$ cat src/inc/wecs_pkg.sv
// Constants shared by the wake-up event control and status block.
package wecs_pkg;

  // ----------------------------------------------------------------
  // Register byte addresses
  // ----------------------------------------------------------------
  localparam logic [11:0] WECS_CTRL_OFF    = 12'h068;
  localparam logic [11:0] WECS_PATTERN_OFF = 12'h070;
  localparam logic [11:0] WECS_MASK_OFF    = 12'h0A0;
  localparam logic [11:0] WECS_LIVE_OFF    = 12'h0A4;

  // ----------------------------------------------------------------
  // Field positions of the wake control and status register
  // ----------------------------------------------------------------
  localparam int WECS_CRC_SEL_BIT    = 30;
  localparam int WECS_PAT_EN_HI      = 29;
  localparam int WECS_PAT_EN_LO      = 25;
  localparam int WECS_LINK_DOWN_BIT  = 17;
  localparam int WECS_LINK_UP_BIT    = 16;
  localparam int WECS_FRAME_EV_BIT   = 10;
  localparam int WECS_REMOTE_EV_BIT  = 9;
  localparam int WECS_LINK_EV_BIT    = 8;
  localparam int WECS_FRAME_FLAG_BIT = 2;
  localparam int WECS_REMOTE_FLAG_BIT = 1;
  localparam int WECS_LINK_FLAG_BIT  = 0;

  // ----------------------------------------------------------------
  // Sizes and reset values
  // ----------------------------------------------------------------
  localparam int          WECS_PATTERNS      = 5;
  localparam int          WECS_PORT_WORDS    = 25;
  localparam logic [15:0] WECS_SEED_ZERO     = 16'h0000;
  localparam logic [15:0] WECS_SEED_ONES     = 16'hFFFF;
  localparam logic [4:0]  WECS_PAT_EN_RST    = 5'h00;
  localparam logic [2:0]  WECS_FLAGS_RST     = 3'h0;
  localparam logic [2:0]  WECS_MASK_RST      = 3'h0;
  localparam logic [31:0] WECS_WORD_RST      = 32'h0000_0000;

endpackage

$ cat src/inc/wecs_link_if.sv
// Link transition events passed from the link detector to the register block.
`timescale 1ns/100ps
interface wecs_link_if;
  logic went_up;
  logic went_down;
  logic live;
  modport src (output went_up, output went_down, output live);
  modport snk (input went_up, input went_down, input live);
endinterface

$ cat src/rtl/wecs_link_detect.sv
// Detects up and down transitions of the link status level.
`timescale 1ns/100ps
module wecs_link_detect
(
  // Clock and reset
  input  wire logic  ref_clk,
  input  wire logic  rst,
  // Link status level
  input  wire logic  link_status,
  // Transition events
  wecs_link_if.src   evt
);

  logic prev_r;
  logic primed_r;
  logic up_r;
  logic down_r;

  // The first sample after reset only primes the history, so a link that is
  // already up at release is not reported as a transition.
  always_ff @(posedge ref_clk or posedge rst)
  begin
    if (rst)
    begin
      prev_r   <= 1'b0;
      primed_r <= 1'b0;
      up_r     <= 1'b0;
      down_r   <= 1'b0;
    end
    else
    begin
      prev_r   <= link_status;
      primed_r <= 1'b1;
      up_r     <= primed_r & link_status & ~prev_r;
      down_r   <= primed_r & ~link_status & prev_r;
    end
  end

  assign evt.went_up   = up_r;
  assign evt.went_down = down_r;
  assign evt.live      = prev_r;

endmodule // wecs_link_detect

$ cat src/rtl/wecs_pattern_store.sv
// Holds the 25 words of wake-up pattern data loaded through the data port.
`timescale 1ns/100ps
module wecs_pattern_store
  import wecs_pkg::*;
(
  // Clock and reset
  input  wire logic                       ref_clk,
  input  wire logic                       rst,
  // Load port
  input  wire logic                       restart,
  input  wire logic                       wr_en,
  input  wire logic [31:0]                wr_data,
  // Stored table and load position
  output logic      [WECS_PORT_WORDS-1:0][31:0] table_words,
  output logic      [4:0]                 load_index
);

  localparam logic [4:0] LAST_INDEX = 5'(WECS_PORT_WORDS - 1);

  logic [WECS_PORT_WORDS-1:0][31:0] words_r;
  logic [4:0]                       index_r;
  logic [4:0]                       index_nxt;

  // Writes fill the table in order and wrap, so a full load of all five
  // patterns always begins again at the first mask word.
  assign index_nxt = (index_r == LAST_INDEX) ? 5'h00 : index_r + 5'h01;

  always_ff @(posedge ref_clk or posedge rst)
  begin
    if (rst)
    begin
      index_r <= 5'h00;
    end
    else if (restart)
    begin
      index_r <= 5'h00;
    end
    else if (wr_en)
    begin
      index_r <= index_nxt;
    end
  end

  genvar g;
  generate
    for (g = 0; g < WECS_PORT_WORDS; g++)
    begin : g_word
      always_ff @(posedge ref_clk or posedge rst)
      begin
        if (rst)
        begin
          words_r[g] <= WECS_WORD_RST;
        end
        else if (wr_en && index_r == 5'(g))
        begin
          words_r[g] <= wr_data;
        end
      end
    end
  endgenerate

  assign table_words = words_r;
  assign load_index  = index_r;

endmodule // wecs_pattern_store

$ cat src/rtl/wecs_top.sv
// Wake-up event control and status register block with APB access.
//
// Functional notes
// - Seed select bit chooses zero or ones seed.
// - Five per-pattern match enables, reset to zero.
// - Link-down enable lets down transition set flag.
// - Link-up enable lets up transition set flag.
// - Frame event enable raises power event status.
// - Remote packet enable raises event; strap default.
// - Link change enable raises power event status.
// - Wake frame receipt sets its sticky flag.
// - Remote packet receipt sets its sticky flag.
// - Link change detection sets its sticky flag.
// - Flags clear by write-one or power-up only.
// - Five patterns load as 25 port words.
`timescale 1ns/100ps
module wecs_top
  import wecs_pkg::*;
(
  // Clock and power-up reset
  input  wire logic                        ref_clk,
  input  wire logic                        rst,
  // Hardware or software reset, synchronous, leaves the flags alone
  input  wire logic                        soft_rst,
  // Configuration straps for the remote wake default
  input  wire logic                        cfg_pm_enable,
  input  wire logic                        cfg_lan_wake_feature,
  // APB slave
  input  wire logic                        psel,
  input  wire logic                        penable,
  input  wire logic                        pwrite,
  input  wire logic [11:0]                 paddr,
  input  wire logic [31:0]                 pwdata,
  output logic      [31:0]                 prdata,
  output logic                             pready,
  output logic                             pslverr,
  // Receive-side events
  input  wire logic                        link_status,
  input  wire logic [WECS_PATTERNS-1:0]    pattern_match,
  input  wire logic                        remote_wake_packet,
  // Results
  output logic      [15:0]                 crc_seed,
  output logic      [WECS_PATTERNS-1:0]    pattern_match_enable,
  output logic      [WECS_PORT_WORDS-1:0][31:0] pattern_table,
  output logic                             pm_event_status,
  output logic                             irq
);

  // ----------------------------------------------------------------
  // Address decode
  // ----------------------------------------------------------------
  function automatic logic hit(input logic [11:0] addr, input logic [11:0] off);
    hit = (addr[11:2] == off[11:2]);
  endfunction

  logic access;
  logic wr_strobe;
  logic hit_ctrl;
  logic hit_pattern;
  logic hit_mask;
  logic hit_live;
  logic mapped;
  logic pready_r;

  assign access      = psel & penable;
  assign wr_strobe   = access & pready_r & pwrite;
  assign hit_ctrl    = hit(paddr, WECS_CTRL_OFF);
  assign hit_pattern = hit(paddr, WECS_PATTERN_OFF);
  assign hit_mask    = hit(paddr, WECS_MASK_OFF);
  assign hit_live    = hit(paddr, WECS_LIVE_OFF);
  assign mapped      = hit_ctrl | hit_pattern | hit_mask | hit_live;

  logic wr_ctrl;
  logic wr_pattern;
  logic wr_mask;

  assign wr_ctrl    = wr_strobe & hit_ctrl;
  assign wr_pattern = wr_strobe & hit_pattern;
  assign wr_mask    = wr_strobe & hit_mask;

  // ----------------------------------------------------------------
  // Control fields
  // ----------------------------------------------------------------
  logic                     crc_sel_r;
  logic [WECS_PATTERNS-1:0] pat_en_r;
  logic                     link_down_detect_enable_r;
  logic                     link_up_detect_enable_r;
  logic                     wake_frame_event_enable_r;
  logic                     remote_wake_packet_event_enable_r;
  logic                     link_change_event_enable_r;
  logic                     strap_load_r;

  // The remote wake default depends on straps, which are caught by a
  // clocked load in the cycle after reset release, never by the reset.
  always_ff @(posedge ref_clk or posedge rst)
  begin
    if (rst)
    begin
      strap_load_r <= 1'b1;
    end
    else
    begin
      strap_load_r <= soft_rst;
    end
  end

  always_ff @(posedge ref_clk or posedge rst)
  begin
    if (rst)
    begin
      crc_sel_r                  <= 1'b0;
      pat_en_r                   <= WECS_PAT_EN_RST;
      link_down_detect_enable_r  <= 1'b0;
      link_up_detect_enable_r    <= 1'b0;
      wake_frame_event_enable_r  <= 1'b0;
      link_change_event_enable_r <= 1'b0;
    end
    else if (soft_rst)
    begin
      crc_sel_r                  <= 1'b0;
      pat_en_r                   <= WECS_PAT_EN_RST;
      link_down_detect_enable_r  <= 1'b0;
      link_up_detect_enable_r    <= 1'b0;
      wake_frame_event_enable_r  <= 1'b0;
      link_change_event_enable_r <= 1'b0;
    end
    else if (wr_ctrl)
    begin
      crc_sel_r                  <= pwdata[WECS_CRC_SEL_BIT];
      pat_en_r                   <= pwdata[WECS_PAT_EN_HI:WECS_PAT_EN_LO];
      link_down_detect_enable_r  <= pwdata[WECS_LINK_DOWN_BIT];
      link_up_detect_enable_r    <= pwdata[WECS_LINK_UP_BIT];
      wake_frame_event_enable_r  <= pwdata[WECS_FRAME_EV_BIT];
      link_change_event_enable_r <= pwdata[WECS_LINK_EV_BIT];
    end
  end

  always_ff @(posedge ref_clk or posedge rst)
  begin
    if (rst)
    begin
      remote_wake_packet_event_enable_r <= 1'b0;
    end
    else if (strap_load_r)
    begin
      remote_wake_packet_event_enable_r <= cfg_pm_enable & cfg_lan_wake_feature;
    end
    else if (wr_ctrl)
    begin
      remote_wake_packet_event_enable_r <= pwdata[WECS_REMOTE_EV_BIT];
    end
  end

  // ----------------------------------------------------------------
  // Link transitions
  // ----------------------------------------------------------------
  wecs_link_if link_evt ();

  wecs_link_detect u_link
  (
    .ref_clk     (ref_clk),
    .rst         (rst),
    .link_status (link_status),
    .evt         (link_evt)
  );

  // ----------------------------------------------------------------
  // Event qualification
  // ----------------------------------------------------------------
  logic frame_evt;
  logic link_chg_evt;
  logic pm_evt;
  logic [WECS_PATTERNS-1:0] pat_en_by_match;

  // The enable field has pattern one on top, the match inputs at bit zero.
  assign pat_en_by_match = {<<{pat_en_r}};
  assign frame_evt    = |(pattern_match & pat_en_by_match);
  assign link_chg_evt = (link_evt.went_down & link_down_detect_enable_r)
                      | (link_evt.went_up & link_up_detect_enable_r);
  assign pm_evt       = (frame_evt & wake_frame_event_enable_r)
                      | (remote_wake_packet & remote_wake_packet_event_enable_r)
                      | (link_chg_evt & link_change_event_enable_r);

  // ----------------------------------------------------------------
  // Sticky flags
  // ----------------------------------------------------------------
  logic [2:0] flags_r;
  logic [2:0] flags_nxt;
  logic [2:0] flag_set;
  logic [2:0] flag_clr;

  assign flag_set[WECS_FRAME_FLAG_BIT]  = frame_evt;
  assign flag_set[WECS_REMOTE_FLAG_BIT] = remote_wake_packet;
  assign flag_set[WECS_LINK_FLAG_BIT]   = link_chg_evt;
  assign flag_clr  = wr_ctrl ? pwdata[2:0] : 3'h0;
  // A new event in the clearing cycle survives the clear.
  assign flags_nxt = (flags_r & ~flag_clr) | flag_set;

  // Only the power-up reset reaches these flops; soft_rst does not.
  always_ff @(posedge ref_clk or posedge rst)
  begin
    if (rst)
    begin
      flags_r <= WECS_FLAGS_RST;
    end
    else
    begin
      flags_r <= flags_nxt;
    end
  end

  // ----------------------------------------------------------------
  // Interrupt mask and outputs
  // ----------------------------------------------------------------
  logic [2:0] mask_r;
  logic       irq_r;
  logic       pm_r;
  logic [2:0] flags_unmasked;

  assign flags_unmasked = flags_nxt & mask_r;

  always_ff @(posedge ref_clk or posedge rst)
  begin
    if (rst)
    begin
      mask_r <= WECS_MASK_RST;
    end
    else if (soft_rst)
    begin
      mask_r <= WECS_MASK_RST;
    end
    else if (wr_mask)
    begin
      mask_r <= pwdata[2:0];
    end
  end

  always_ff @(posedge ref_clk or posedge rst)
  begin
    if (rst)
    begin
      irq_r <= 1'b0;
      pm_r  <= 1'b0;
    end
    else
    begin
      irq_r <= |flags_unmasked;
      pm_r  <= pm_evt;
    end
  end

  // ----------------------------------------------------------------
  // Pattern data port
  // ----------------------------------------------------------------
  logic [4:0] load_index;

  wecs_pattern_store u_store
  (
    .ref_clk     (ref_clk),
    .rst         (rst),
    .restart     (soft_rst),
    .wr_en       (wr_pattern),
    .wr_data     (pwdata),
    .table_words (pattern_table),
    .load_index  (load_index)
  );

  // ----------------------------------------------------------------
  // Read data and handshake
  // ----------------------------------------------------------------
  logic [31:0] ctrl_word;
  logic [31:0] rd_word;
  logic [31:0] prdata_r;
  logic        pslverr_r;
  logic [15:0] crc_seed_r;

  always_comb
  begin
    ctrl_word                          = 32'h0000_0000;
    ctrl_word[WECS_CRC_SEL_BIT]        = crc_sel_r;
    ctrl_word[WECS_PAT_EN_HI:WECS_PAT_EN_LO] = pat_en_r;
    ctrl_word[WECS_LINK_DOWN_BIT]      = link_down_detect_enable_r;
    ctrl_word[WECS_LINK_UP_BIT]        = link_up_detect_enable_r;
    ctrl_word[WECS_FRAME_EV_BIT]       = wake_frame_event_enable_r;
    ctrl_word[WECS_REMOTE_EV_BIT]      = remote_wake_packet_event_enable_r;
    ctrl_word[WECS_LINK_EV_BIT]        = link_change_event_enable_r;
    ctrl_word[2:0]                     = flags_r;
  end

  assign rd_word = hit_ctrl    ? ctrl_word
                 : hit_mask    ? {29'h0, mask_r}
                 : hit_live    ? {26'h0, link_evt.live, load_index}
                 : 32'h0000_0000;

  // One wait state so that read data leaves a flop; writes land on the
  // edge where pready is seen high.
  always_ff @(posedge ref_clk or posedge rst)
  begin
    if (rst)
    begin
      pready_r  <= 1'b0;
      prdata_r  <= 32'h0000_0000;
      pslverr_r <= 1'b0;
    end
    else
    begin
      pready_r  <= access & ~pready_r;
      prdata_r  <= (access & ~pready_r & ~pwrite) ? rd_word : 32'h0000_0000;
      pslverr_r <= access & ~pready_r & ~mapped;
    end
  end

  always_ff @(posedge ref_clk or posedge rst)
  begin
    if (rst)
    begin
      crc_seed_r <= WECS_SEED_ZERO;
    end
    else
    begin
      crc_seed_r <= crc_sel_r ? WECS_SEED_ONES : WECS_SEED_ZERO;
    end
  end

  assign prdata               = prdata_r;
  assign pready               = pready_r;
  assign pslverr              = pslverr_r;
  assign crc_seed             = crc_seed_r;
  assign pattern_match_enable = pat_en_r;
  assign pm_event_status      = pm_r;
  assign irq                  = irq_r;

endmodule // wecs_top

$ cat config.mk
export PLATFORM = sky130hd
export DESIGN_NAME = wecs_top
export DESIGN_NICKNAME = d
export VERILOG_FILES = /design/src/inc/wecs_pkg.sv /design/src/inc/wecs_link_if.sv /design/src/rtl/wecs_link_detect.sv /design/src/rtl/wecs_pattern_store.sv /design/src/rtl/wecs_top.sv
export SDC_FILE = /design/constraint.sdc
export NUM_CORES = 1
export LEC_CHECK = 0
export ABC_CLOCK_PERIOD_IN_PS = 21900
export BUFFER_PORTS_ARGS = -buffer_cell sky130_fd_sc_hd__buf_4
export CAP_MARGIN = 10
export CORE_AREA = 2 2 359 361
export CTS_BUF_LIST = sky130_fd_sc_hd__clkbuf_4 sky130_fd_sc_hd__clkbuf_8
export DETAILED_ROUTE_END_ITERATION = 8
export DIE_AREA = 0 0 361 363
export HOLD_SLACK_MARGIN = 0.02
export MAX_ROUTING_LAYER = met4
export PLACE_DENSITY = 0.48
export SLEW_MARGIN = 10
export SYNTH_ARGS = -nofsm -noshare
export SYNTH_HDL_FRONTEND = slang
export SYNTH_HIERARCHICAL = 1
export SYNTH_SLANG_ARGS = --single-unit
$ cat constraint.sdc
create_clock -name ref_clk -period 21.9 [get_ports ref_clk]
set_input_delay 1.095 -clock ref_clk [delete_from_list [all_inputs] [get_ports ref_clk]]
set_output_delay 1.095 -clock ref_clk [all_outputs]
set_load 0.02 [all_outputs]
# == Word level (Yosys, flattened, before mapping) ==
# Cells that the tools add are included.
# totals
regBits,878
out_inout_bits,857
# op_classes
n_eq_ne,28
reduce_logical,32
mux,25
addsub,1
n_bitwise,35
# ops
cell,count
$mux 31,2
$eq 5x5->1 const B,9
$eq 5x4->1 const B,8
$logic_and 1x1->1,25
$mux 5,5
$eq 10x5->1 const B,2
$eq 10x6->1 const B,2
$eq 5x3->1 const B,4
$and 1x1->1,19
$mux 16,1
$mux 1,12
$mux 6,2
$eq 5x2->1 const B,2
$mux 3,3
$reduce_bool 2->1,4
$and 3x3->3,2
$or 1x1->1,6
$add 5x1->5 const B,1
$and 5x5->5,1
$eq 5x1->1 const B,1
$logic_not 5->1,1
$not 1->1,5
$reduce_or 5->1,1
$not 3->3,1
other kinds (2),2

# == Depth between registers and ports, before layout ==
# Gate-level depths: netlist (run 1).
# depth
word_depth,10
mapped_depth,9
ltp_nobuf,6

# == By module ==
# The synthesis (run 1) kept the hierarchy.
# modules_own_cells
mod,seq_area_each_um2,cells_each,area_each_um2,n_inst
wecs_pattern_store,20144.3,1821,30242.8,1
wecs_top,1002.2,180,1949.4,1
wecs_link_detect,100.1,8,125.1,1

# == Least setup slack after synthesis (run 1) ==
# OpenSTA, ideal clock, no wires.
# synth_timing
path_type,input to register
from,in paddr[2]
to,reg u_store.words_r (netlist bit u_store/table_words[244])
path_slack_ns,18.469
arrival_ns,3.306
path_stages,9
path_buffers,3
path_cell_list,buf_2 > nor4b_1 > nand2_1 > nor4_1 > buf_2 > nand3_1 > nor3_2 > buf_2 > mux2_2
# synth_via
elab_chain_len,3
# synth_rtl
element,line,rtl
start: declaration,wecs_top.sv:32,"input wire logic [11:0] paddr,"
$eq 10x5->1,wecs_top.sv:53,hit = (addr[11:2] == off[11:2]);
$and 1x1->1,wecs_top.sv:78,assign wr_pattern = wr_strobe & hit_pattern;
via wr_pattern,wecs_top.sv:74,logic wr_pattern;
$logic_and 1x1->1,wecs_pattern_store.sv:54,else if (wr_en && index_r == 5'(g))
end signal: indexed assignment,wecs_pattern_store.sv:56,words_r[g] <= wr_data;
end: declaration,wecs_pattern_store.sv:20,logic [WECS_PORT_WORDS-1:0][31:0] words_r;
# The timed path passes the listed nets, and every way through them passes these cells.
# A chain may end at the register's enable or synchronous reset.

==> summary.json, run 1 <==
{
  "cts_inserted_buffers": 158,
  "detailroute.via_count": 20600,
  "timing.critical_path.to": "u_store/table_words[478]",
  "p_per_area_nw_per_um2": 75.1,
  "fin_nets": 2997,
  "cp.buffers_inverters": 7,
  "dp_hpwl_mm": 82.1,
  "crit_top_cell": "sky130_fd_sc_hd__buf_4",
  "antenna_found_initial": 20,
  "timing.final.setup_violations": 0,
  "clock_pin_slew_reported_for_the_worst_setup_and_hold_paths_after_clock_tree_synthesis_ns": 0.06,
  "syn-mean-instance-area_um2": 16.1,
  "critical-path-slowest-cell": "sky130_fd_sc_hd__buf_4",
  "total_leakage_power_nw": 23.7,
  "portbufs": 898,
  "area.growth.synth_to_final_pct": 36.3,
  "grt_start_max_net_pins": 171,
  "yosys.area.top_type": "sky130_fd_sc_hd__dfrtp_1",
  "routed_length_per_instance_um": 26.2,
  "max_cap_violations": 0,
  "starting_density_of_the_core_pct": 25.4,
  "number_of_instances_in_the_synthesized_netlist": 2009,
  "final_layout_size_suffix_gt1_share_pct": 64.1,
  "max_freq_ghz": 0.204,
  "grt_first_pass_wirelength_mm": 169,
  "yosys-top-cells-count": "sky130_fd_sc_hd__dfrtp_1, sky130_fd_sc_hd__mux2_2, sky130_fd_sc_hd__mux2_1",
  "crit_path_max_fanout": 158,
  "grt_setup_unrepaired": "false",
  "period_minus_slack_ns": 4.91,
  "setup.worst_path.start_class": "primary input",
  "fin_tns_setup_ns": 0,
  "number_of_synthesized_flops_with_an_enable_pin": 0,
  "globalplace.congestion": 0.751,
  "detail_route.iter0.violations": 976,
  "drv_slew": 0,
  "worstSetupStartpoint": "rst",
  "route.detailed.drc": 0,
  "synth_area_leaders": "sky130_fd_sc_hd__dfrtp_1, sky130_fd_sc_hd__mux2_2, sky130_fd_sc_hd__mux2_1, sky130_fd_sc_hd__buf_2, sky130_fd_sc_hd__buf_4",
  "avgViaCountPerCell": 4.38,
  "post-cts-setup-buffers": 0,
  "finalCritPeriodShare_pct": 22.4,
  "ctsRootBufferMaster": "sky130_fd_sc_hd__clkbuf_8",
  "crit_type": "primary input to async pin",
  "synthDominantCellAreaShare_pct": 65.7,
  "detail-route-antenna-nets": 0,
  "max_slew_margin_pct": 23.9,
  "route.final.wire_length_mm": 123,
  "worstPathRequired_ns": 22.77,
  "regToRegStartpoint": "pready",
  "clock_insertion_delay_worst_skew_ns": 0.86,
  "ys_warn_count": 6,
  "drtPass1Iterations": 4,
  "placeable_core_region_um2": 127000,
  "vdd_drop_max_mv": 0.0547,
  "critical_path.endpoint_type": "async pin",
  "cts-htree-levels": 4,
  "die-width_um": 361,
  "pre_cts_slack_ns": 16.48,
  "cp_slowest_stage_delay_ns": 0.85,
  "nFillCells": 12600,
  "ctsResizeCount": 0,
  "die-height_um": 363,
  "grt_pass1_vias": 21200,
  "top_level_ports": 916,
  "final_worst_path_setup_slack_ns": 16.99,
  "cp_top_family": "buffers and inverters",
  "clock-skew-final_ns": 0.0380,
  "globalRoute.totalOverflow": 0,
  "worst_slew_pin_slew_ns": 1.14,
  "die-area_um2": 131000,
  "crit_chain": "dlygate4sd3_1 -> buf_4 -> clkinvlp_4 -> buf_4 -> buf_12 -> buf_4 -> buf_4",
  "synthArstFlopShare_pct": 100,
  "status": "complete, no violations",
  "critical_path_cell_count": 7,
  "finalHoldViolations": 0,
  "syn_area_um2": 32300,
  "synth.lib_cells_used.distinct": 47,
  "reg2reg_to": "u_store/table_words[616]",
  "synth_most_common_cell": "sky130_fd_sc_hd__dfrtp_1",
  "min_path_type": "flop to flop",
  "cts_tree": "built",
  "cts_num_sinks": 849,
  "ys_ff_latch": 849,
  "sequential_fraction_of_the_synthesis_area_pct": 65.7,
  "clk_path_buf_depth": 3,
  "ff2ff_setup_slack_ns": 18.92,
  "worst-endpoint-arrival_ns": 5.78,
  "placementRows": 131,
  "grtUsageTotal_pct": 18.9,
  "worst_r2r_path_depth": 7,
  "predominant_post_synthesis_flop_cell": "sky130_fd_sc_hd__dfrtp_1"
}
-- sequential cells by signal, summed over array words and instances (netlist names), 3 cells and up --
| name | count |
|---|---|
| pattern_match_enable | 5 |
| u_store/load_index | 5 |
| flags_r | 3 |
| mask_r | 3 |
| prdata | 17 |
| u_store/table_words | 800 |
-- cells by family after synthesis --
family                   Yosys count  share of synthesized area [%]
AND/OR/NAND/NOR                  113                           2.01
multiplexers                     815                           28.4
other                              2                         0.0232
AO/OA/AOI/OAI                     28                          0.569
buffers and inverters            196                           3.08
XOR/XNOR                           1                         0.0271
adder cells (fa/ha/maj)            5                          0.194
flip-flops                       849                           65.7
-- stage by stage --
step	instance area, µm²	utilization [%]	hold WS, ns	cells	power [W]
global placement	40700	32.0	0.382	4434	0.00169
global route	44100	34.7	0.290	4709	0.00345
CTS	44000	34.7	0.231	4705	0.00338
finish	44100	34.7	0.395	4709	0.00331
floorplan	32400	-	0.366	2023	0.00164
detailed placement	40700	32.0	0.381	4434	0.00169
-- final cells by class --
cell class              count  area, µm²  share of cell area [%]
flip-flops and latches    849      21200                    48.2
multi-input cells         978      10300                    23.3
repair buffers            934       7040                    16.0
clock buffers             252       3070                    6.98
well taps                1662       2080                    4.72
clock inverters            18        289                   0.656
inverters                  12       48.8                   0.111
diodes                      4       10.0                  0.0227
-- routing by layer --
metal  GRT usage [%]  part of all wire [%]  vias to the layer above  wire length, µm
li1                -                     -                     8872                -
met1            21.8                    40                    10800            48700
met3            6.42                   8.5                      212            10400
met5               -                     0                        -                0
met4            7.04                   3.2                        0             3920
met2            30.5                    49                      791            60200
-- placed cells by master (no fill, tap or decap), types with 6 or more instances in the layout --
cell                        synthesis  routed
sky130_fd_sc_hd__nand2_1           12      11
sky130_fd_sc_hd__mux2i_1           11      11
sky130_fd_sc_hd__nor2_4             0      14
sky130_fd_sc_hd__buf_4             41     931
sky130_fd_sc_hd__nand3_1           12       9
sky130_fd_sc_hd__nor2_1            29      21
sky130_fd_sc_hd__dfrtp_1          848     848
sky130_fd_sc_hd__clkbuf_8           0     189
sky130_fd_sc_hd__mux2_2           716     716
sky130_fd_sc_hd__inv_1             12      10
sky130_fd_sc_hd__mux2_1            88      88
sky130_fd_sc_hd__bufinv_16          0       6
sky130_fd_sc_hd__conb_1             2      16
sky130_fd_sc_hd__and3_1            14      14
sky130_fd_sc_hd__o21ai_0           10      10
sky130_fd_sc_hd__clkbuf_4           0      63
-- worst reg2reg max path, stage by stage, from the launching register on --
cell,delay (ns)
sky130_fd_sc_hd__dfrtp_1,0.38
sky130_fd_sc_hd__nand4_1,0.16
sky130_fd_sc_hd__nor4_2,0.28
sky130_fd_sc_hd__buf_4,0.26
sky130_fd_sc_hd__nand3b_1,0.21
sky130_fd_sc_hd__nor2_4,0.58
sky130_fd_sc_hd__buf_4,0.56
sky130_fd_sc_hd__mux2_2,0.43
-- report_power, final --
part	total, W	switching [W]	internal, W
clock network	0.00165	0.000690	0.000955
registers	0.00157	0.000000536	0.00157
logic	0.0000897	0.0000785	0.0000112
total	0.00331	0.000769	0.00254
-- how the worst min path moves through the flow --
stage / endpoint / cells past startpoint / from
after floorplan: crc_seed[0] / 0 / crc_sel_r
after global placement: crc_seed[0] / 0 / crc_sel_r
after detailed placement: crc_seed[0] / 0 / crc_sel_r
after CTS: u_link/evt.live / 1 / link_status
after global routing: u_link/evt.live / 1 / link_status
final: crc_seed[0] / 0 / crc_sel_r
-- what timing repair did --
item | CTS | global route
hold buffers | 1 | 0
endpoints found under the setup margin | 0 | 0
hold endpoints to repair | 4 | 0
Power figures use the tool's default switching activity.
==> inputs of run 2 (changes only) <==
- ABC_CLOCK_PERIOD_IN_PS: 21900 -> 4500
- clock period: 21.9 -> 4.5 ns (I/O delays scaled with it)
==> run 2 against run 1 <==
Highest routed layer unchanged. Final cell count increased by 1.6%. Critical endpoint is now u_store/table_words[69]. Power grew to 4.8 times the previous value. Global-route usage is 0.32 points higher. Non-clock buffer count rose by 79. Register-to-register slack worse by 18 ns. Largest power group unchanged.
==> summary.json, run 2 (same netlist as run 1, synthesis figures left out) <==
{
  "total_switching_power_w": 0.00368,
  "globalRoute.totalOverflow": 0,
  "detail_route.iter0.violations": 972,
  "crit_path_max_fanout": 22,
  "grt_start_max_net_pins": 147,
  "routed_length_per_instance_um": 26.2,
  "mostFrequentLayoutCell": "sky130_fd_sc_hd__buf_4",
  "detailroute.via_count": 21000,
  "pre_cts_slack_ns": 1.04,
  "cts_num_sinks": 849,
  "met3_track_demand_over_resource_in_global_routing_pct": 6.59,
  "groute.layer.met1.usage_pct": 22.2,
  "route.detailed.drc": 0,
  "crit_type": "primary input to flop",
  "fin_nets": 3073,
  "cts_tree": "built",
  "grt_first_pass_wirelength_mm": 173,
  "ctsRootBufferMaster": "sky130_fd_sc_hd__clkbuf_8",
  "globalplace.congestion": 0.756,
  "area.growth.synth_to_final_pct": 38.7,
  "finalCritPeriodShare_pct": 78.9,
  "critical_path.endpoint_type": "flop",
  "total_leakage_power_nw": 24.0,
  "pwr-share-clk_pct": 48.6,
  "multi_input_area_um2": 10300,
  "detail-route-antenna-nets": 0,
  "grt_pass1_vias": 21800,
  "avgViaCountPerCell": 4.38,
  "setup.worst_path.start_class": "primary input",
  "antenna_found_initial": 18,
  "max_slew_margin_pct": 20.2,
  "largest_register_ff_count": 800,
  "worst-endpoint-arrival_ns": 4.26,
  "placementRows": 131,
  "nFillCells": 12600,
  "grtUsageTotal_pct": 19.3,
  "seq_area_um2": 21200,
  "mostFrequentLayoutCells": "sky130_fd_sc_hd__buf_4, sky130_fd_sc_hd__dfrtp_1, sky130_fd_sc_hd__mux2_2",
  "clock-skew-final_ns": 0.0409,
  "placeable_core_region_um2": 127000,
  "period_minus_slack_ns": 3.55,
  "die-area_um2": 131000,
  "switching_share_pct": 23.3,
  "p_comb_share_pct": 3.1,
  "cts-htree-levels": 4,
  "starting_density_of_the_core_pct": 25.4,
  "timing.hold.ws_ns": 0.215,
  "dp_hpwl_mm": 84.4,
  "grt.busiest_layer": "met2",
  "final_worst_path_setup_slack_ns": 0.949,
  "die-width_um": 361,
  "portbufs": 898,
  "postLayoutCoreUtil_pct": 35.3,
  "intPower_w": 0.0121,
  "route.final.wire_length_mm": 125,
  "clk_path_buf_depth": 3,
  "finalPower_w": 0.0158,
  "drv_slew": 0,
  "max_freq_ghz": 0.282,
  "ctsResizeCount": 0,
  "grt_setup_unrepaired": "false",
  "die-height_um": 363,
  "timing.final.setup_violations": 0,
  "top_level_ports": 916,
  "groute.layer.met2.usage_pct": 31.1,
  "clock_insertion_delay_worst_skew_ns": 0.88,
  "clock_pin_slew_reported_for_the_worst_setup_and_hold_paths_after_clock_tree_synthesis_ns": 0.05,
  "status": "complete, no violations",
  "finalHoldViolations": 0,
  "final_layout_size_suffix_gt1_share_pct": 62.8,
  "p_per_area_nw_per_um2": 353,
  "max_cap_violations": 0,
  "vdd_drop_max_mv": 0.271,
  "cts_inserted_buffers": 155,
  "worstPathRequired_ns": 5.21,
  "power.share.sequential_pct": 48.4,
  "worst_slew_pin_slew_ns": 1.19,
  "drtPass1Iterations": 5,
  "min_path_type": "primary input to async pin"
}
==> run 2: repair_timing <==
item                      4_1_cts  5_1_grt
hold endpoints to repair      925        0
hold buffers                   70        0
buffers inserted                0        0
==> run 2: power groups by stage <==
stage | clock (W) | combinational, W | sequential (W)
after floorplan | 0 | 0.000205 | 0.00780
after global placement | 0 | 0.000477 | 0.00778
after detailed placement | 0 | 0.000474 | 0.00778
after CTS | 0.00798 | 0.000514 | 0.00765
after global routing | 0.00834 | 0.000541 | 0.00764
final | 0.00768 | 0.000488 | 0.00765
==> run 2: final timing paths <==
path,slack [ns],from,cells past startpoint,endpoint
hold / removal,0.22,rst,3,mask_r[0]
min in group ref_clk,0.22,paddr[6],5,prdata[3]
setup reg to reg,1.08,pready,8,u_store/table_words[69]
setup / recovery,0.95,paddr[9],11,u_store/table_words[69]
hold reg to reg,0.40,crc_sel_r,0,crc_seed[0]
max in group asynchronous,2.47,rst,5,u_store/table_words[501]
==> run 2: cell type report <==
type                            count  share of cell area (%)
Sequential cell                   849                    47.4
Multi-Input combinational cell    978                    22.9
Timing Repair Buffer             1013                    17.7
Clock buffer                      253                    6.87
Tap cell                         1662                    4.64
Clock inverter                     11                   0.285
Inverter                           12                   0.109
Antenna cell                        8                  0.0447
==> run 2: worst max-delay path: stages <==
cell	delay, ns
sky130_fd_sc_hd__dlygate4sd3_1	0.54
sky130_fd_sc_hd__buf_4	0.14
sky130_fd_sc_hd__nor4b_4	0.50
sky130_fd_sc_hd__nand2_1	0.16
sky130_fd_sc_hd__nor4_2	0.17
sky130_fd_sc_hd__dlygate4sd3_1	0.59
sky130_fd_sc_hd__buf_4	0.20
sky130_fd_sc_hd__nor2b_1	0.36
sky130_fd_sc_hd__nand3_2	0.55
sky130_fd_sc_hd__buf_4	0.47
sky130_fd_sc_hd__mux2_2	0.32
==> run 2: through the flow <==
step           instances  area [µm²]  setup TNS, ns
2_1_floorplan       2023       32400       -5454.41
3_3_place_gp        4444       40900              0
3_5_place_dp        4444       40900              0
4_1_cts             4778       44800              0
5_1_grt             4784       44800              0
6_report            4786       44800              0
==> run 2: routing by layer <==
layer / part of all wire, % / vias to the layer above
met2: 49 / 770
met1: 40 / 11000
met5: 0 / -
met4: 3.3 / 0
met3: 7.6 / 194
li1: - / 9031
